==> src/rtl/bpc_pkg.sv <==
/*
 * Shared constants of the BERT pattern control block: register indices and
 * byte addresses, field positions, values after reset, pattern taps and
 * lock thresholds.
 * Assumes a 32-bit AXI4-Lite register bus with 12-bit byte addresses.
 */
package bpc_pkg;

    ////////////////////////////////////////////////////////////////////////
    // Bus widths and responses.
    localparam int AXI_ADDR_W = 12;
    localparam int AXI_DATA_W = 32;
    localparam int AXI_STRB_W = 4;
    localparam logic [1:0] RESP_OKAY = 2'h0;
    localparam logic [1:0] RESP_SLVERR = 2'h2;

    ////////////////////////////////////////////////////////////////////////
    // Register indices; each register takes one word at four times its index.
    localparam logic [11:0] CSR1_INDEX = 12'h123;
    localparam logic [11:0] SWITCH_INDEX = 12'h121;
    localparam logic [11:0] CSR1_ADDR = CSR1_INDEX << 2;
    localparam logic [11:0] SWITCH_ADDR = SWITCH_INDEX << 2;

    ////////////////////////////////////////////////////////////////////////
    // Field positions inside bert_control_status_one.
    localparam int PATTERN_TYPE_BIT = 7;
    localparam int ERR_INJECT_BIT = 6;
    localparam int DATA_INVERT_BIT = 5;
    localparam int LOCK_BIT = 4;
    localparam int DET_ENABLE_BIT = 3;
    localparam int GEN_ENABLE_BIT = 2;
    // Field position of the pattern switch inside the switch register.
    localparam int SWITCH_BIT = 3;

    // Values after reset and the bits that software may write.
    localparam logic [7:0] CSR1_RESET = 8'h00;
    localparam logic [7:0] CSR1_WRITE_MASK = 8'hec;
    localparam logic [7:0] SWITCH_RESET = 8'h00;
    localparam logic [7:0] SWITCH_WRITE_MASK = 8'h08;

    ////////////////////////////////////////////////////////////////////////
    // Pattern shift register: PRBS15 taps 15 and 14, QRTS taps 20 and 17.
    localparam int LFSR_W = 20;
    localparam logic [19:0] LFSR_SEED = 20'hfffff;
    localparam int PRBS15_TAP_A = 14;
    localparam int PRBS15_TAP_B = 13;
    localparam int QRTS_TAP_A = 19;
    localparam int QRTS_TAP_B = 16;
    localparam int QRTS_ZERO_RUN = 14;

    // Lock is declared after this many matches in a row, lost after errors.
    localparam logic [5:0] LOCK_MATCHES = 6'h20;
    localparam logic [2:0] UNLOCK_ERRORS = 3'h4;

endpackage : bpc_pkg

==> src/rtl/bpc_lfsr.sv <==
/*
 * Pattern shift register shared by the generator and the checker. It runs
 * either PRBS15 or QRTS; in checker use the received bit is shifted in so
 * that it synchronises itself to the incoming stream.
 * Assumes step and load signals come from logic on the same clock.
 */
`timescale 1ns/1ns
module bpc_lfsr
(
    input wire logic core_clk,
    input wire logic srst,
    input wire logic ce,
    input wire logic step,
    input wire logic qrts_mode,
    input wire logic load_en,
    input wire logic load_bit,
    output logic out_bit
);
    import bpc_pkg::*;

    logic [LFSR_W-1:0] state_q;
    logic [LFSR_W-1:0] state_d;
    logic feedback;

    ////////////////////////////////////////////////////////////////////////
    // Feedback of the selected polynomial; QRTS forces a one after a long
    // run of zeros so the line never sees excess zeros.
    always_comb
    begin
        if (qrts_mode)
        begin
            feedback = state_q[QRTS_TAP_A] ^ state_q[QRTS_TAP_B];
            out_bit = feedback | (state_q[QRTS_ZERO_RUN-1:0] == '0);
        end
        else
        begin
            feedback = state_q[PRBS15_TAP_A] ^ state_q[PRBS15_TAP_B]; // RULE_02
            out_bit = feedback;
        end
        state_d = {state_q[LFSR_W-2:0], load_en ? load_bit : feedback};
    end

    // The state only moves on a step, so a stopped generator holds still.
    always_ff @(posedge core_clk)
    begin
        if (srst)
            state_q <= LFSR_SEED;
        else if (ce && step)
            state_q <= state_d;
    end

    AST_PRBS15_TAPS: assert property (@(posedge core_clk) disable iff (srst)
        (ce && step && !qrts_mode && !load_en) |=>
        state_q[0] == ($past(state_q[14]) ^ $past(state_q[13]))) // RULE_02
        else $error("PRBS15 feedback is not x15 + x14 + 1.");

endmodule : bpc_lfsr

==> src/rtl/bpc_lock_monitor.sv <==
/*
 * Lock monitor of the pattern checker: declares lock after a run of
 * matching bits and drops it after repeated mismatches.
 * Assumes sample and match come from logic on the same clock.
 */
`timescale 1ns/1ns
module bpc_lock_monitor
(
    input wire logic core_clk,
    input wire logic srst,
    input wire logic ce,
    input wire logic enable,
    input wire logic sample,
    input wire logic match,
    output logic lock_q
);
    import bpc_pkg::*;

    logic [5:0] match_cnt_q;
    logic [2:0] err_cnt_q;

    ////////////////////////////////////////////////////////////////////////
    // A single inserted error must not drop lock, so errors are counted and
    // the count is forgiven by a full run of good bits.
    always_ff @(posedge core_clk)
    begin
        if (srst || (ce && !enable))
        begin
            match_cnt_q <= '0;
            err_cnt_q <= '0;
            lock_q <= 1'b0;
        end
        else if (ce && sample)
        begin
            if (match)
            begin
                if (match_cnt_q == LOCK_MATCHES - 6'h1)
                begin
                    lock_q <= 1'b1;
                    err_cnt_q <= '0;
                end
                if (match_cnt_q != LOCK_MATCHES)
                    match_cnt_q <= match_cnt_q + 6'h1;
            end
            else
            begin
                match_cnt_q <= '0;
                if (err_cnt_q == UNLOCK_ERRORS - 3'h1)
                begin
                    lock_q <= 1'b0;
                    err_cnt_q <= '0;
                end
                else
                    err_cnt_q <= err_cnt_q + 3'h1;
            end
        end
    end

endmodule : bpc_lock_monitor

==> src/rtl/bpc_bert_control.sv <==
/*
 * Control part of the bit-error-rate tester: pattern type, single error
 * insertion, data inversion and the switch that picks which framer
 * generates and which checks. Registers sit behind an AXI4-Lite slave.
 * Assumes the framer bit strobes and serial data come from logic on
 * core_clk, one bit per strobe.
 */
// Local design decisions: the AXI4-Lite interface to the registers and the placing of the registers.
`timescale 1ns/1ns

// Function
// RULE_01: Pattern-type bit picks the sequence for both generator and checker.
// RULE_02: Type 0 gives PRBS15 x15+x14+1; type 1 gives the QRTS pattern.
// RULE_03: Switch cleared: transmit side generates the pattern toward the line.
// RULE_04: Switch set: receive side generates toward the receive backplane.
// RULE_05: Each rising edge of error insertion flips exactly one output bit.
// RULE_06: Error insertion acts only while generation is enabled.
// RULE_07: Switch cleared: the inserted error appears on the line output.
// RULE_08: Switch set: the inserted error appears on the backplane output.
// RULE_09: Invert, switch cleared: invert line output and checked line input.
// RULE_10: Invert, switch set: invert backplane output and checked tx input.
// RULE_11: Invert cleared leaves both paths unchanged; set inverts both.
// RULE_12: Generator runs only while generation enable bit 2 is set.
// RULE_13: Checking runs only while detection enable bit 3 is set.
// RULE_14: Error edge found against last cycle's value, one-cycle strobe.
module bpc_bert_control
(
    input wire logic core_clk,
    input wire logic srst,
    input wire logic ce,
    input wire logic [bpc_pkg::AXI_ADDR_W-1:0] s_axi_awaddr,
    input wire logic s_axi_awvalid,
    output logic s_axi_awready,
    input wire logic [bpc_pkg::AXI_DATA_W-1:0] s_axi_wdata,
    input wire logic [bpc_pkg::AXI_STRB_W-1:0] s_axi_wstrb,
    input wire logic s_axi_wvalid,
    output logic s_axi_wready,
    output logic [1:0] s_axi_bresp,
    output logic s_axi_bvalid,
    input wire logic s_axi_bready,
    input wire logic [bpc_pkg::AXI_ADDR_W-1:0] s_axi_araddr,
    input wire logic s_axi_arvalid,
    output logic s_axi_arready,
    output logic [bpc_pkg::AXI_DATA_W-1:0] s_axi_rdata,
    output logic [1:0] s_axi_rresp,
    output logic s_axi_rvalid,
    input wire logic s_axi_rready,
    input wire logic gen_bit_strobe,
    output logic line_test_bit,
    output logic line_test_valid,
    output logic backplane_test_bit,
    output logic backplane_test_valid,
    input wire logic line_rx_bit,
    input wire logic line_rx_valid,
    input wire logic tx_backplane_bit,
    input wire logic tx_backplane_valid,
    output logic pattern_switch,
    output logic pattern_generator_enable,
    output logic pattern_detector_enable,
    output logic test_lock
);
    import bpc_pkg::*;

    logic [7:0] csr1_q, switch_reg_q, csr1_read;
    logic [AXI_ADDR_W-1:0] aw_addr_q, wr_addr;
    logic [AXI_DATA_W-1:0] w_data_q, rdata_q, wr_data;
    logic [AXI_STRB_W-1:0] w_strb_q, wr_strb;
    logic [1:0] bresp_q, rresp_q;
    logic aw_held_q, w_held_q, bvalid_q, rvalid_q;
    logic aw_fire, w_fire, do_write, qrts_mode, invert;
    logic inj_prev_q, inj_rise, inj_pending_q, gen_step, gen_raw, gen_bit;
    logic line_bit_q, line_valid_q, bp_bit_q, bp_valid_q;
    logic chk_valid, chk_in, chk_pred;

    ////////////////////////////////////////////////////////////////////////
    // Control fields steer the pattern logic directly.
    assign qrts_mode = csr1_q[PATTERN_TYPE_BIT]; // RULE_01
    assign invert = csr1_q[DATA_INVERT_BIT];
    assign pattern_switch = switch_reg_q[SWITCH_BIT];
    assign pattern_generator_enable = csr1_q[GEN_ENABLE_BIT];
    assign pattern_detector_enable = csr1_q[DET_ENABLE_BIT];
    assign csr1_read = csr1_q | {3'h0, test_lock, 4'h0};

    ////////////////////////////////////////////////////////////////////////
    // Write channels are taken in either order; each is held until the
    // other arrives, and no new one is taken while a response waits.
    assign s_axi_awready = !aw_held_q && !bvalid_q;
    assign s_axi_wready = !w_held_q && !bvalid_q;
    assign aw_fire = s_axi_awvalid && s_axi_awready;
    assign w_fire = s_axi_wvalid && s_axi_wready;
    assign do_write = ce && (aw_held_q || aw_fire) && (w_held_q || w_fire);
    assign wr_addr = aw_held_q ? aw_addr_q : s_axi_awaddr;
    assign wr_data = w_held_q ? w_data_q : s_axi_wdata;
    assign wr_strb = w_held_q ? w_strb_q : s_axi_wstrb;
    assign s_axi_bvalid = bvalid_q;
    assign s_axi_bresp = bresp_q;

    // Write address and data holding stage.
    always_ff @(posedge core_clk)
    begin
        if (srst)
        begin
            aw_held_q <= 1'b0;
            w_held_q <= 1'b0;
            aw_addr_q <= '0;
            w_data_q <= '0;
            w_strb_q <= '0;
        end
        else if (ce)
        begin
            aw_held_q <= (aw_held_q || aw_fire) && !do_write;
            w_held_q <= (w_held_q || w_fire) && !do_write;
            if (aw_fire)
                aw_addr_q <= s_axi_awaddr;
            if (w_fire)
            begin
                w_data_q <= s_axi_wdata;
                w_strb_q <= s_axi_wstrb;
            end
        end
    end

    // Write response; an unmapped address answers with a slave error.
    always_ff @(posedge core_clk)
    begin
        if (srst)
        begin
            bvalid_q <= 1'b0;
            bresp_q <= RESP_OKAY;
        end
        else if (ce)
        begin
            if (do_write)
            begin
                bvalid_q <= 1'b1;
                if (wr_addr == CSR1_ADDR || wr_addr == SWITCH_ADDR)
                    bresp_q <= RESP_OKAY;
                else
                    bresp_q <= RESP_SLVERR;
            end
            else if (s_axi_bready)
                bvalid_q <= 1'b0;
        end
    end

    // Register stores; only byte lane 0 carries data, read-only and
    // left-out bits are masked off.
    always_ff @(posedge core_clk)
    begin
        if (srst)
        begin
            csr1_q <= CSR1_RESET;
            switch_reg_q <= SWITCH_RESET;
        end
        else if (do_write && wr_strb[0])
        begin
            if (wr_addr == CSR1_ADDR)
                csr1_q <= wr_data[7:0] & CSR1_WRITE_MASK;
            else if (wr_addr == SWITCH_ADDR)
                switch_reg_q <= wr_data[7:0] & SWITCH_WRITE_MASK;
        end
    end

    ////////////////////////////////////////////////////////////////////////
    // Read channel answers one cycle after the address is taken.
    assign s_axi_arready = !rvalid_q;
    assign s_axi_rvalid = rvalid_q;
    assign s_axi_rresp = rresp_q;
    assign s_axi_rdata = rdata_q;

    always_ff @(posedge core_clk)
    begin
        if (srst)
        begin
            rvalid_q <= 1'b0;
            rresp_q <= RESP_OKAY;
            rdata_q <= '0;
        end
        else if (ce)
        begin
            if (s_axi_arvalid && !rvalid_q)
            begin
                rvalid_q <= 1'b1;
                rresp_q <= RESP_OKAY;
                if (s_axi_araddr == CSR1_ADDR)
                    rdata_q <= {24'h0, csr1_read};
                else if (s_axi_araddr == SWITCH_ADDR)
                    rdata_q <= {24'h0, switch_reg_q};
                else
                begin
                    rdata_q <= '0;
                    rresp_q <= RESP_SLVERR;
                end
            end
            else if (s_axi_rready)
                rvalid_q <= 1'b0;
        end
    end

    ////////////////////////////////////////////////////////////////////////
    // Error insertion edge: a steady level does nothing, and an edge while
    // the generator is stopped is dropped rather than saved for later.
    assign inj_rise = csr1_q[ERR_INJECT_BIT] && !inj_prev_q
        && pattern_generator_enable; // RULE_14 RULE_06

    always_ff @(posedge core_clk)
    begin
        if (srst)
            inj_prev_q <= 1'b0;
        else if (ce)
            inj_prev_q <= csr1_q[ERR_INJECT_BIT]; // RULE_14
    end

    // The pending error is set by the strobe and spent on the next bit;
    // the set wins over the spend so back-to-back edges are not lost.
    always_ff @(posedge core_clk)
    begin
        if (srst)
            inj_pending_q <= 1'b0;
        else if (ce)
        begin
            if (!pattern_generator_enable)
                inj_pending_q <= 1'b0; // RULE_06
            else if (inj_rise)
                inj_pending_q <= 1'b1; // RULE_05
            else if (gen_step)
                inj_pending_q <= 1'b0; // RULE_05
        end
    end

    ////////////////////////////////////////////////////////////////////////
    // Generator: steps on each framer bit strobe while enabled.
    assign gen_step = ce && pattern_generator_enable && gen_bit_strobe; // RULE_12
    assign gen_bit = gen_raw ^ invert ^ inj_pending_q; // RULE_11 RULE_05

    bpc_lfsr u_gen_lfsr
    (
        .core_clk(core_clk),
        .srst(srst),
        .ce(ce),
        .step(pattern_generator_enable && gen_bit_strobe),
        .qrts_mode(qrts_mode),
        .load_en(1'b0),
        .load_bit(1'b0),
        .out_bit(gen_raw)
    );

    // The switch decides which framer output carries the pattern.
    always_ff @(posedge core_clk)
    begin
        if (srst)
        begin
            line_bit_q <= 1'b0;
            line_valid_q <= 1'b0;
            bp_bit_q <= 1'b0;
            bp_valid_q <= 1'b0;
        end
        else if (ce)
        begin
            line_valid_q <= gen_step && !pattern_switch; // RULE_03
            bp_valid_q <= gen_step && pattern_switch; // RULE_04
            if (gen_step && !pattern_switch)
                line_bit_q <= gen_bit; // RULE_07 RULE_09
            if (gen_step && pattern_switch)
                bp_bit_q <= gen_bit; // RULE_08 RULE_10
        end
    end

    assign line_test_bit = line_bit_q;
    assign line_test_valid = line_valid_q;
    assign backplane_test_bit = bp_bit_q;
    assign backplane_test_valid = bp_valid_q;

    ////////////////////////////////////////////////////////////////////////
    // Checker: line receive data normally, transmit backplane data when
    // switched; inversion is undone before comparing.
    assign chk_valid = pattern_switch ? tx_backplane_valid
        : line_rx_valid; // RULE_13
    assign chk_in = (pattern_switch ? tx_backplane_bit : line_rx_bit)
        ^ invert; // RULE_09 RULE_10

    // QRTS zero suppression is not undone here, so long zero runs cost a
    // few mismatches; the error counter in the lock monitor absorbs them.
    bpc_lfsr u_chk_lfsr
    (
        .core_clk(core_clk),
        .srst(srst),
        .ce(ce),
        .step(pattern_detector_enable && chk_valid),
        .qrts_mode(qrts_mode),
        .load_en(1'b1),
        .load_bit(chk_in),
        .out_bit(chk_pred)
    );

    bpc_lock_monitor u_lock
    (
        .core_clk(core_clk),
        .srst(srst),
        .ce(ce),
        .enable(pattern_detector_enable),
        .sample(chk_valid),
        .match(chk_in == chk_pred),
        .lock_q(test_lock)
    );

    ////////////////////////////////////////////////////////////////////////
    // Checks on the pattern path and the write response.
    AST_LINE_ONLY_UNSWITCHED: assert property (@(posedge core_clk) // RULE_03
        disable iff (srst)
        (line_test_valid && $past(ce)) |-> $past(!pattern_switch
            && gen_bit_strobe && pattern_generator_enable))
        else $error("Line pattern sent while switched or stopped.");

    AST_BACKPLANE_ONLY_SWITCHED: assert property (@(posedge core_clk) // RULE_04
        disable iff (srst)
        (ce && gen_step && pattern_switch) |=>
        backplane_test_valid && !line_test_valid)
        else $error("Switched pattern did not reach the backplane.");

    AST_INJECT_STROBE: assert property (@(posedge core_clk) // RULE_14
        disable iff (srst)
        (ce && csr1_q[ERR_INJECT_BIT] && !inj_prev_q
            && pattern_generator_enable) |=> inj_pending_q)
        else $error("Error insertion edge was not armed.");

    AST_INJECT_LEVEL_QUIET: assert property (@(posedge core_clk) // RULE_05
        disable iff (srst)
        (ce && gen_step && !inj_rise) |=> !inj_pending_q)
        else $error("Pending error survived the bit it corrupted.");

    AST_INJECT_GATED: assert property (@(posedge core_clk) // RULE_06
        disable iff (srst)
        (ce && !pattern_generator_enable) |=> !inj_pending_q)
        else $error("Error armed while the generator is off.");

    AST_OUTPUT_BIT: assert property (@(posedge core_clk) // RULE_11
        disable iff (srst)
        (ce && gen_step && !pattern_switch) |=> line_test_bit ==
        ($past(gen_raw) ^ $past(invert) ^ $past(inj_pending_q)))
        else $error("Line bit is not pattern xor invert xor error.");

    AST_GEN_STOPPED: assert property (@(posedge core_clk) // RULE_12
        disable iff (srst)
        (ce && !pattern_generator_enable) [*2] |->
        !line_test_valid && !backplane_test_valid)
        else $error("Pattern output while generation is disabled.");

    AST_DET_OFF_NO_LOCK: assert property (@(posedge core_clk) // RULE_13
        disable iff (srst)
        (ce && !pattern_detector_enable) |=> !test_lock)
        else $error("Lock shown while detection is disabled.");

    AST_CHECK_INVERT: assert property (@(posedge core_clk) // RULE_10
        disable iff (srst)
        (pattern_switch && invert) |-> chk_in == !tx_backplane_bit)
        else $error("Switched checker input is not inverted.");

    AST_BRESP_HELD: assert property (@(posedge core_clk)
        disable iff (srst)
        (s_axi_bvalid && !s_axi_bready) |=> s_axi_bvalid && $stable(s_axi_bresp))
        else $error("Write response dropped before it was taken.");

endmodule : bpc_bert_control

==> config.mk <==
export PLATFORM = sky130hd
export DESIGN_NAME = bpc_bert_control
export DESIGN_NICKNAME = d
export VERILOG_FILES = /design/src/rtl/bpc_pkg.sv /design/src/rtl/bpc_lfsr.sv /design/src/rtl/bpc_lock_monitor.sv /design/src/rtl/bpc_bert_control.sv
export SDC_FILE = /design/constraint.sdc
export NUM_CORES = 1
export LEC_CHECK = 0
export ABC_CLOCK_PERIOD_IN_PS = 1700
export BUFFER_PORTS_ARGS = -buffer_cell sky130_fd_sc_hd__buf_2
export CAP_MARGIN = 20
export CORE_MARGIN = 10
export CORE_UTILIZATION = 47
export DETAILED_ROUTE_END_ITERATION = 10
export GPL_TIMING_DRIVEN = 0
export PLACE_DENSITY = 0.81
export SYNTH_ARGS = -nofsm -noshare
export SYNTH_HDL_FRONTEND = slang
export SYNTH_SLANG_ARGS = --single-unit
==> constraint.sdc <==
create_clock -name core_clk -period 1.7 [get_ports core_clk]
set_input_delay 0.17 -clock core_clk [delete_from_list [all_inputs] [get_ports core_clk]]
set_output_delay 0.17 -clock core_clk [all_outputs]
set_load 0.05 [all_outputs]
==> summary.md, run 1 <==
| Metric | Value |
|---|---|
| Non-Filler Instances | 714 |
| Worst Path Required | 1.99 ns |
| Worst setup startpoint | u_chk_lfsr.state_q[8] |
| Yosys warning count | 0 |
| Number of placed cells counting well taps | 677 |
| Min Clock Period, post-route | 1.91 ns |
| Startpoint types | flop |
| Clk root buf | clkbuf_8 |
| Worst setup margin | -0.213 ns |
| Post-synthesis xor/xnor area fraction | 1.91% |
| Crit path DAT | 2.21 ns |
| I/O pin count | 122 |
| Async S/R FF share, synth | 0% |
| Top FF cell, synth | dfxtp_1 |
| Nets | 677 |
| Crit path max fanout | 4 |
| Multi-input gate area | 2410 um^2 |
| R2R Path Start | u_chk_lfsr.state_q[8] |
| FF+latch count, synth | 92 |
| DR iter-0 viols | 298 |
| CORE AREA | 8640 um^2 |
| Combinational family with the most area after synthesis | simple AND/OR/NAND/NOR gates |
| Grt ovf | 0 |
| Post-Synth Simple-Gate Area | 26.3% |
| Die width | 114 um |
| Reg area | 1870 um^2 |
| Peak Freq | 523 MHz |
| FILL cells | 676 |
| Vias | 3938 |
| Buf/Inv on CP | 0 |
| Violated checks | setup timing |
| Lkg Pwr | 0.00232 uW |
| Critical Path End Type | flop |
| Hpwl dp | 8050 um |
| Reg2Reg Depth | 6 |
| Antenna diodes | 0 |
| Largest net degree at the start of global routing | 19 |
| CTS tree | done |
| Max stage delay cell, worst path | or4_1 |
| Hold Fails Final Rpt | 0 |
| DRT Pass-1 Iters | 5 |
| Worst skew pair latency | 0.37 ns |
| CP max stage delay | 0.49 ns |
| Die Y | 114 um |
| Num rows | 34 |
| Vias in the first global route | 3988 |
| Cells along the critical path | nor4_4 > nand4_1 > a31oi_4 > xnor2_2 > or4_1 > a31oi_1 |
| Synth-to-layout area growth | 33.6% |
| Remaining DRCs | 0 |
| Total CTS buffers | 9 |
| Post-Route WL | 12000 um |
| Htree depth | 3 |
| Syn Inst Count | 479 |
| Clock sinks | 92 |
| Unrepaired setup endpoints after global routing | true |
| HP Class | input pin to flop |
| Hold path start | s_axi_awaddr[1] |
| Synth unique cells | 39 |
| Compound-Gate Fraction of Synth Area | 12.7% |
| Max IR drop VDD | 0.528 mV |
| Total GRT Usage | 17.5% |
| Critical path depth | 6 |
| Post-synthesis sequential area ratio | 44.7% |
| CTS Buffer Depth | 2 |
| Post-synthesis adder-cell area fraction | 0.910% |
| Slew @ Worst Pin | 0.697 ns |
| Multiplexer share of the synthesized area | 4.73% |
| Final max-slew violation count | 0 |
| Number of flops mapped to enable cells by yosys | 0 |
| Crit Path Class | flop to flop |
| CTS Hold Bufs | 0 |
| Post-Syn Area | 4120 um^2 |
| # setup viols final | 15 |
| Reg clk slew, reported paths | 0.10 ns |
| Wirelength per Cell | 16.8 um |
| Post-route clock period utilization | 113% |
| Rel. slew slack | 53.5% |
| Top delay family on crit path | simple AND/OR/NAND/NOR gates |
| Max Cap Viol | 0 |
| Pwr per Cell Area | 773 nW/um^2 |
| Final RePlAce weighted congestion | 0.836 |
| First-pass GRT wire length | 18800 um |
| # port buffers | 63 |
| Initial antenna violation count | 0 |
| Layout cells sized above 1 | 35.5% |
| Dpl ws | -0.394 ns |
| Status | finished, violations left |
| Setup Skew | 0.0111 ns |
| Die area | 12900 um^2 |
| Starting Density | 47.8% |
| Number of routed nets with antenna violations | 0 |
| Vias/cell | 5.52 |
| Hold Path Depth | 3 |
| Avg Cell Area, Syn | 8.61 um^2 |
[cell type report]
class,instances,share of cell area [%]
Inverter,8,0.545
Clock buffer,9,2.25
Tap cell,108,2.45
Buffer,54,6.52
Clock inverter,7,1.18
Timing Repair Buffer,87,9.51
Sequential cell,92,33.9
Multi-Input combinational cell,349,43.7
[metrics by stage]
stage               area, um^2  hold WS [ns]  power (uW)  utilization [%]  setup TNS [ns]
floorplan                 4400         0.306        2680                -           -1.13
global placement          4850         0.422        2790             56.1           -5.13
detailed placement        4850         0.430        2800             56.1           -7.04
CTS                       5270        0.0303        4230             61.1           -1.20
global route              5510        0.0400        4390             63.8           -3.23
finish                    5510        0.0417        4260             63.8           -1.63
[flip-flops by register name, indices dropped and copies added (netlist names), 3 cells and up]
name,flops
u_gen_lfsr.state_q,20
aw_addr_q,12
u_lock.err_cnt_q,3
w_data_q,5
csr1_q,5
s_axi_rdata,6
u_chk_lfsr.state_q,20
u_lock.match_cnt_q,6
[worst paths after layout]
path | slack, ns | to
setup / recovery | -0.21 | u_lock.err_cnt_q[0]
hold / removal | 0.04 | aw_addr_q[1]
setup reg to reg | -0.21 | u_lock.err_cnt_q[0]
hold reg to reg | 0.47 | u_lock.err_cnt_q[2]
[report_power, final]
part / internal, uW / switching [uW]
clock network: 570 / 859
logic: 213 / 400
registers: 2190 / 31.1
[timing repair]
action	in CTS	in global routing
endpoints found under the setup margin	41	33
resized for setup	32	45
gates cloned	2	0
pin swaps	22	21
buffers inserted	14	8
[per-layer routing]
layer | track usage (%) | share of wire, % | wire length (um)
met3 | 5.77 | 8.4 | 1010
met1 | 18.4 | 37 | 4490
met5 | 0 | 0 | 0
met2 | 31.3 | 51 | 6110
met4 | 7.28 | 3.1 | 373
[synth_stat cells, types with 11 or more instances]
cell type / count / area share (%)
a21oi_1: 23 / 2.8
clkbuf_1: 23 / 2.1
mux2i_1: 15 / 3.6
nor2_1: 38 / 3.5
nand3_1: 11 / 1.3
dfxtp_1: 92 / 45
a211o_1: 22 / 4.7
and3_1: 26 / 3.9
nand3b_1: 21 / 3.8
nand2_1: 84 / 7.6
buf_4: 29 / 5.3
[kinds of logic after synthesis]
kind of cell | after synthesis
compound gates | 76
xor+xnor | 9
fa+ha+maj | 3
buf+inv | 65
flops | 92
mux | 19
other cells | 1
simple gates | 214
[worst reg2reg max path: stages, from the launching register on]
cell	delay [ns]
dfxtp_4	0.36
nor4_4	0.28
nand4_1	0.18
a31oi_4	0.23
xnor2_2	0.14
or4_1	0.49
a31oi_1	0.15
[placed cells by master, fill, tap and decap left out, types with 11 or more instances in the layout]
cell and count:
a211o_1 21, a21oi_1 21, and3_4 18, buf_2 63, buf_4 45, clkbuf_1 16
clkbuf_8 11, conb_1 28, dfxtp_1 78, dfxtp_2 11, mux2i_1 15, nand2_1 83
nand3b_1 21, nor2_1 31
No activity file was read; power rests on OpenSTA's default activity.
==> run 2: changes to the inputs <==
--- a/config.mk
+++ b/config.mk
@@ -11,8 +11,8 @@
 export CORE_MARGIN = 10
 export CORE_UTILIZATION = 47
 export DETAILED_ROUTE_END_ITERATION = 10
-export GPL_TIMING_DRIVEN = 0
 export PLACE_DENSITY = 0.81
+export SETUP_SLACK_MARGIN = 0.1
 export SYNTH_ARGS = -nofsm -noshare
 export SYNTH_HDL_FRONTEND = slang
 export SYNTH_SLANG_ARGS = --single-unit
==> run 2 against run 1 <==
Compared with the run above: the flow still finishes with violations (setup timing); flip-flop and latch count stayed put; first-iteration DRC count fell by 2.0%; non-clock buffer count shrank 25; critical endpoint unchanged; die area is the same; register-to-register slack improved by 0.08 ns; sequential share of layout area down 0.053 points; critical path depth stayed put; clock-buffer cell count is 3 higher; routed wire length decreased by 3.4%; critical path type unchanged; combinational power shrank 7.7%.
==> summary.md, run 2 (synthesized netlist as in run 1, its figures left out) <==
| Metric | Value |
|---|---|
| Die Y | 114 um |
| Crit path DAT | 2.14 ns |
| DR WL met3 | 728 um |
| DR top layer | met4 |
| Number of routed nets with antenna violations | 0 |
| Clock sinks | 92 |
| Antenna diodes | 0 |
| Clk root buf | clkbuf_8 |
| WHS | 0.0421 ns |
| Critical Path End Type | flop |
| DR iter-0 viols | 292 |
| FILL cells | 655 |
| Total GRT Usage | 16.7% |
| Final RePlAce weighted congestion | 0.841 |
| Setup Skew | 0.0106 ns |
| Initial antenna violation count | 0 |
| Final max-slew violation count | 0 |
| Violated checks | setup timing |
| Commonest cells after routing, fill and taps aside | nand2_1, dfxtp_1, buf_2 |
| Hold Fails Final Rpt | 0 |
| Max Cap Viol | 0 |
| Wirelength per Cell | 16.8 um |
| # port buffers | 63 |
| Worst skew pair latency | 0.37 ns |
| Worst Path Required | 2.00 ns |
| Post-Route WL | 11600 um |
| Post-route met1 wirelength | 4750 um |
| Setup total negative slack | -0.659 ns |
| Max IR drop VDD | 0.463 mV |
| Reg clk slew, reported paths | 0.10 ns |
| Crit Path Class | flop to flop |
| DRT Pass-1 Iters | 5 |
| Commonest non-fill, non-tap cell in the layout | nand2_1 |
| Vias in the first global route | 3907 |
| Vias | 3796 |
| CTS Buffer Depth | 2 |
| Design area | 5510 um^2 |
| Peak Freq | 545 MHz |
| HP Class | input pin to flop |
| Status | finished, violations left |
| Die width | 114 um |
| Worst setup margin | -0.135 ns |
| Total CTS buffers | 9 |
| Startpoint types | flop |
| Vias/cell | 5.51 |
| Htree depth | 3 |
| Routed wl met2 | 5820 um |
| Layout cells sized above 1 | 35.5% |
| Post-route clock period utilization | 108% |
| Min Clock Period, post-route | 1.84 ns |
| Pwr per Cell Area | 796 nW/um^2 |
| Starting Density | 47.8% |
| Die area | 12900 um^2 |
| Remaining DRCs | 0 |
| First-pass GRT wire length | 18100 um |
| Unrepaired setup endpoints after global routing | true |
| Grt ovf | 0 |
| Lkg Pwr | 0.00227 uW |
| Synth-to-layout area growth | 33.6% |
| # setup viols final | 20 |
| CORE AREA | 8640 um^2 |
| Hpwl dp | 7620 um |
| Area of placed instances | 4800 um^2 |
| Num rows | 34 |
| Crit path max fanout | 4 |
| Largest net degree at the start of global routing | 46 |
| Nets | 652 |
| CTS tree | done |
| Biggest regs | u_chk_lfsr.state_q (20), u_gen_lfsr.state_q (20), aw_addr_q (12) |
| I/O pin count | 122 |
run 2: final timing paths:
check                              from                  end  slack, ns  cells after the start
hold reg to reg     u_lock.err_cnt_q[2]  u_lock.err_cnt_q[2]       0.47                      2
setup reg to reg  u_chk_lfsr.state_q[6]  u_lock.err_cnt_q[0]      -0.14                      6
setup / recovery  u_chk_lfsr.state_q[6]  u_lock.err_cnt_q[0]      -0.14                      6
hold / removal           s_axi_wdata[6]          w_data_q[6]       0.04                      3
run 2: routing by layer:
layer,track usage [%],vias up
li1,-,1817
met2,28.8,132
met1,18.6,1819
met4,7.61,0
met5,0,-
met3,5.09,28
run 2: area by class of cell:
type                    count  area [um^2]  share of cell area, %
clock buffers              12          166                   3.02
clock inverters             4         52.6                  0.954
inverters                   8         30.0                  0.545
multi-input cells         349         2390                   43.4
flip-flops and latches     92         1860                   33.8
well taps                 108          135                   2.45
repair buffers            116          871                   15.8
run 2: where the power goes:
| part | leakage, uW | internal [uW] | switching (uW) |
|---|---|---|---|
| Clock | 0.000109 | 816 | 787 |
| Combinational | 0.00141 | 184 | 381 |
| Sequential | 0.000749 | 2190 | 31.3 |
run 2: worst max-delay path, cell delays in order (launching register included):
cell and delay, ns:
dfxtp_2 0.34, nor4_2 0.28, nand4_1 0.15, a31oi_2 0.24, xnor2_2 0.12, or4_1 0.49, a31oi_1 0.14
run 2: timing repair:
action / CTS / global route
resized for setup: 29 / 32
cloned: 2 / 3
pin swaps: 14 / 17
hold endpoints to repair: 0 / 0
setup buffers: 7 / 5
hold buffers: 0 / 0
setup endpoints to repair: 38 / 45
run 2: stage by stage:
stage	util (%)	worst slack (ns)	instances	power, uW
after global placement	55.6	-0.0989	656	2740
after detailed placement	55.6	-0.245	656	2760
after floorplan	-	-0.0683	506	2680
after global routing	63.8	-0.201	689	4520
after CTS	61.0	-0.112	681	4360
final	63.8	-0.135	689	4390
==> run 3: changes to the inputs <==
--- a/config.mk
+++ b/config.mk
@@ -11,6 +11,7 @@
 export CORE_MARGIN = 10
 export CORE_UTILIZATION = 47
 export DETAILED_ROUTE_END_ITERATION = 10
+export GPL_TIMING_DRIVEN = 0
 export PLACE_DENSITY = 0.81
 export SETUP_SLACK_MARGIN = 0.1
 export SYNTH_ARGS = -nofsm -noshare
==> constraint.sdc (replaced) <==
create_clock -name core_clk -period 1.7 [get_ports core_clk]
set_input_delay 0.34 -clock core_clk [delete_from_list [all_inputs] [get_ports core_clk]]
set_output_delay 0.34 -clock core_clk [all_outputs]
set_load 0.05 [all_outputs]
==> run 3 against run 2 <==
Compared with the run above: the run still ends with setup timing left; via count grew 4.7%; largest cell class unchanged; register-to-register slack got worse by 0.06 ns; total power decreased by 2.9%; sequential share of layout area fell by 0.63 points; critical path type unchanged; flip-flop and latch count stayed put; sequential power barely moved.
==> summary.md, run 3 (synthesized netlist as in run 1, its figures left out) <==
| Metric | Value |
|---|---|
| Commonest cells after routing, fill and taps aside | nand2_1, dfxtp_1, buf_2 |
| P_int | 3010 uW |
| CTS tree | done |
| Reg clk slew, reported paths | 0.09 ns |
| Switching share of power | 29.4% |
| Flop pwr share | 52.0% |
| Setup total negative slack | -1.28 ns |
| Initial antenna violation count | 0 |
| Vias/cell | 5.52 |
| Hpwl dp | 7770 um |
| CORE AREA | 8640 um^2 |
| Total GRT Usage | 18.0% |
| Hold Fails Final Rpt | 0 |
| DRT Pass-1 Iters | 7 |
| Setup Skew | 0.0123 ns |
| WHS | 0.208 ns |
| CP max stage delay | 0.49 ns |
| Slew @ Worst Pin | 0.595 ns |
| Met2 Usage GRT | 31.5% |
| Final core occ | 64.9% |
| Startpoint types | flop |
| Routing usage on met3 | 5.20% |
| DR iter-0 viols | 201 |
| Vias in the first global route | 4056 |
| Peak Freq | 528 MHz |
| Vias | 3976 |
| Die area | 12900 um^2 |
| Crit Path Class | flop to flop |
| Critical Path End Type | flop |
| Biggest regs | u_chk_lfsr.state_q (20), u_gen_lfsr.state_q (20), aw_addr_q (12) |
| Violated checks | setup timing |
| Post-route clock period utilization | 111% |
| Antenna diodes | 0 |
| Status | finished, violations left |
| Final max-slew violation count | 0 |
| Largest net degree at the start of global routing | 17 |
| Post-Route WL | 12400 um |
| # port buffers | 63 |
| Grt ovf | 0 |
| Die width | 114 um |
| Layout cells sized above 1 | 35.6% |
| Nets | 683 |
| Clock sinks | 92 |
| Unrepaired setup endpoints after global routing | true |
| # setup viols final | 14 |
| Worst skew pair latency | 0.38 ns |
| Max IR drop VDD | 0.408 mV |
| NetSw | 1250 uW |
| Met1 Resource Use GR | 19.3% |
| Clock power share | 32.4% |
| Worst setup margin | -0.195 ns |
| Die Y | 114 um |
| Combinational share of power | 15.6% |
| Pwr per Cell Area | 760 nW/um^2 |
| Max Cap Viol | 0 |
| Htree depth | 3 |
| I/O pin count | 122 |
| Crit path max fanout | 6 |
| Lkg Pwr | 0.00238 uW |
| Total power | 4260 uW |
| Starting Density | 47.8% |
| First-pass GRT wire length | 19200 um |
| Crit path DAT | 2.19 ns |
| Dpl ws | -0.345 ns |
| Final RePlAce weighted congestion | 0.838 |
| Num rows | 34 |
| Rel. slew slack | 60.3% |
| Synth-to-layout area growth | 36.0% |
| Number of routed nets with antenna violations | 0 |
| Min Clock Period, post-route | 1.90 ns |
| Clk root buf | clkbuf_8 |
| Total CTS buffers | 9 |
| Most used routing layer | met2 |
| HP Class | input pin to flop |
| Max stage delay cell, worst path | or4_1 |
| CTS Buffer Depth | 2 |
| Cells along the critical path | nor4_2 > nand4_1 > a31oi_2 > xnor2_2 > or4_1 > a31oi_1 |
| Worst Path Required | 2.00 ns |
| Wirelength per Cell | 17.2 um |
| Remaining DRCs | 0 |
## run 3: changes by cell type in the layout (fill, tap and decap cells not counted), moves of 3 or more
cell,delta
clkbuf_1,+15
buf_8,+5
clkbuf_8,+3
clkbuf_2,+3
nor4b_2,-3
buf_12,-4
buf_4,+11
## run 3: cell type report
cell class,instances,area (um^2)
inverters,8,30.0
repair buffers,90,577
clock inverters,5,37.5
flip-flops and latches,92,1860
plain buffers,56,414
multi-input cells,350,2410
clock buffers,11,141
fillers,674,3030
well taps,108,135
## run 3: routing by layer
layer  vias up  part of all wire [%]
li1       1876                     -
met1      1884                    39
met2       174                    50
met3        42                   6.8
met4         0                   3.7
met5         -                     0
## run 3: power by group through the flow
stage                     combinational, uW  sequential [uW]  clock (uW)
after floorplan                         402             2270           0
after global placement                  538             2250           0
after detailed placement                547             2260           0
after CTS                               607             2210        1370
after global routing                    702             2220        1480
final                                   665             2210        1380
## run 3: through the flow
step | instances | area (um^2)
detailed placement | 677 | 4870
finish | 720 | 5610
global placement | 677 | 4870
global route | 720 | 5610
floorplan | 506 | 4420
CTS | 715 | 5400
## run 3: path summary, 6_finish.rpt
kind,start,endpoint,slack (ns),depth (start not counted)
worst min-delay path,s_axi_awaddr[2],aw_addr_q[2],0.21,3
worst max register to register,u_chk_lfsr.state_q[6],u_lock.err_cnt_q[0],-0.20,6
worst min register to register,u_lock.err_cnt_q[2],u_lock.err_cnt_q[2],0.44,2
worst max-delay path,u_chk_lfsr.state_q[6],u_lock.err_cnt_q[0],-0.20,6
## run 3: timing repair
item / 4_1_cts / 5_1_grt
gates cloned: 4 / 1
gates resized for setup: 39 / 41
buffers inserted: 19 / 4
pin swaps: 15 / 10
hold buffers: 0 / 0
setup endpoints to repair: 44 / 73
## run 3: worst max-delay path, delay by kind of cell (launching register included)
kind / cells / cell delay [ns]
flip-flops: 1 / 0.34
AO/OA/AOI/OAI: 2 / 0.38
XOR/XNOR: 1 / 0.16
AND/OR/NAND/NOR: 3 / 0.94
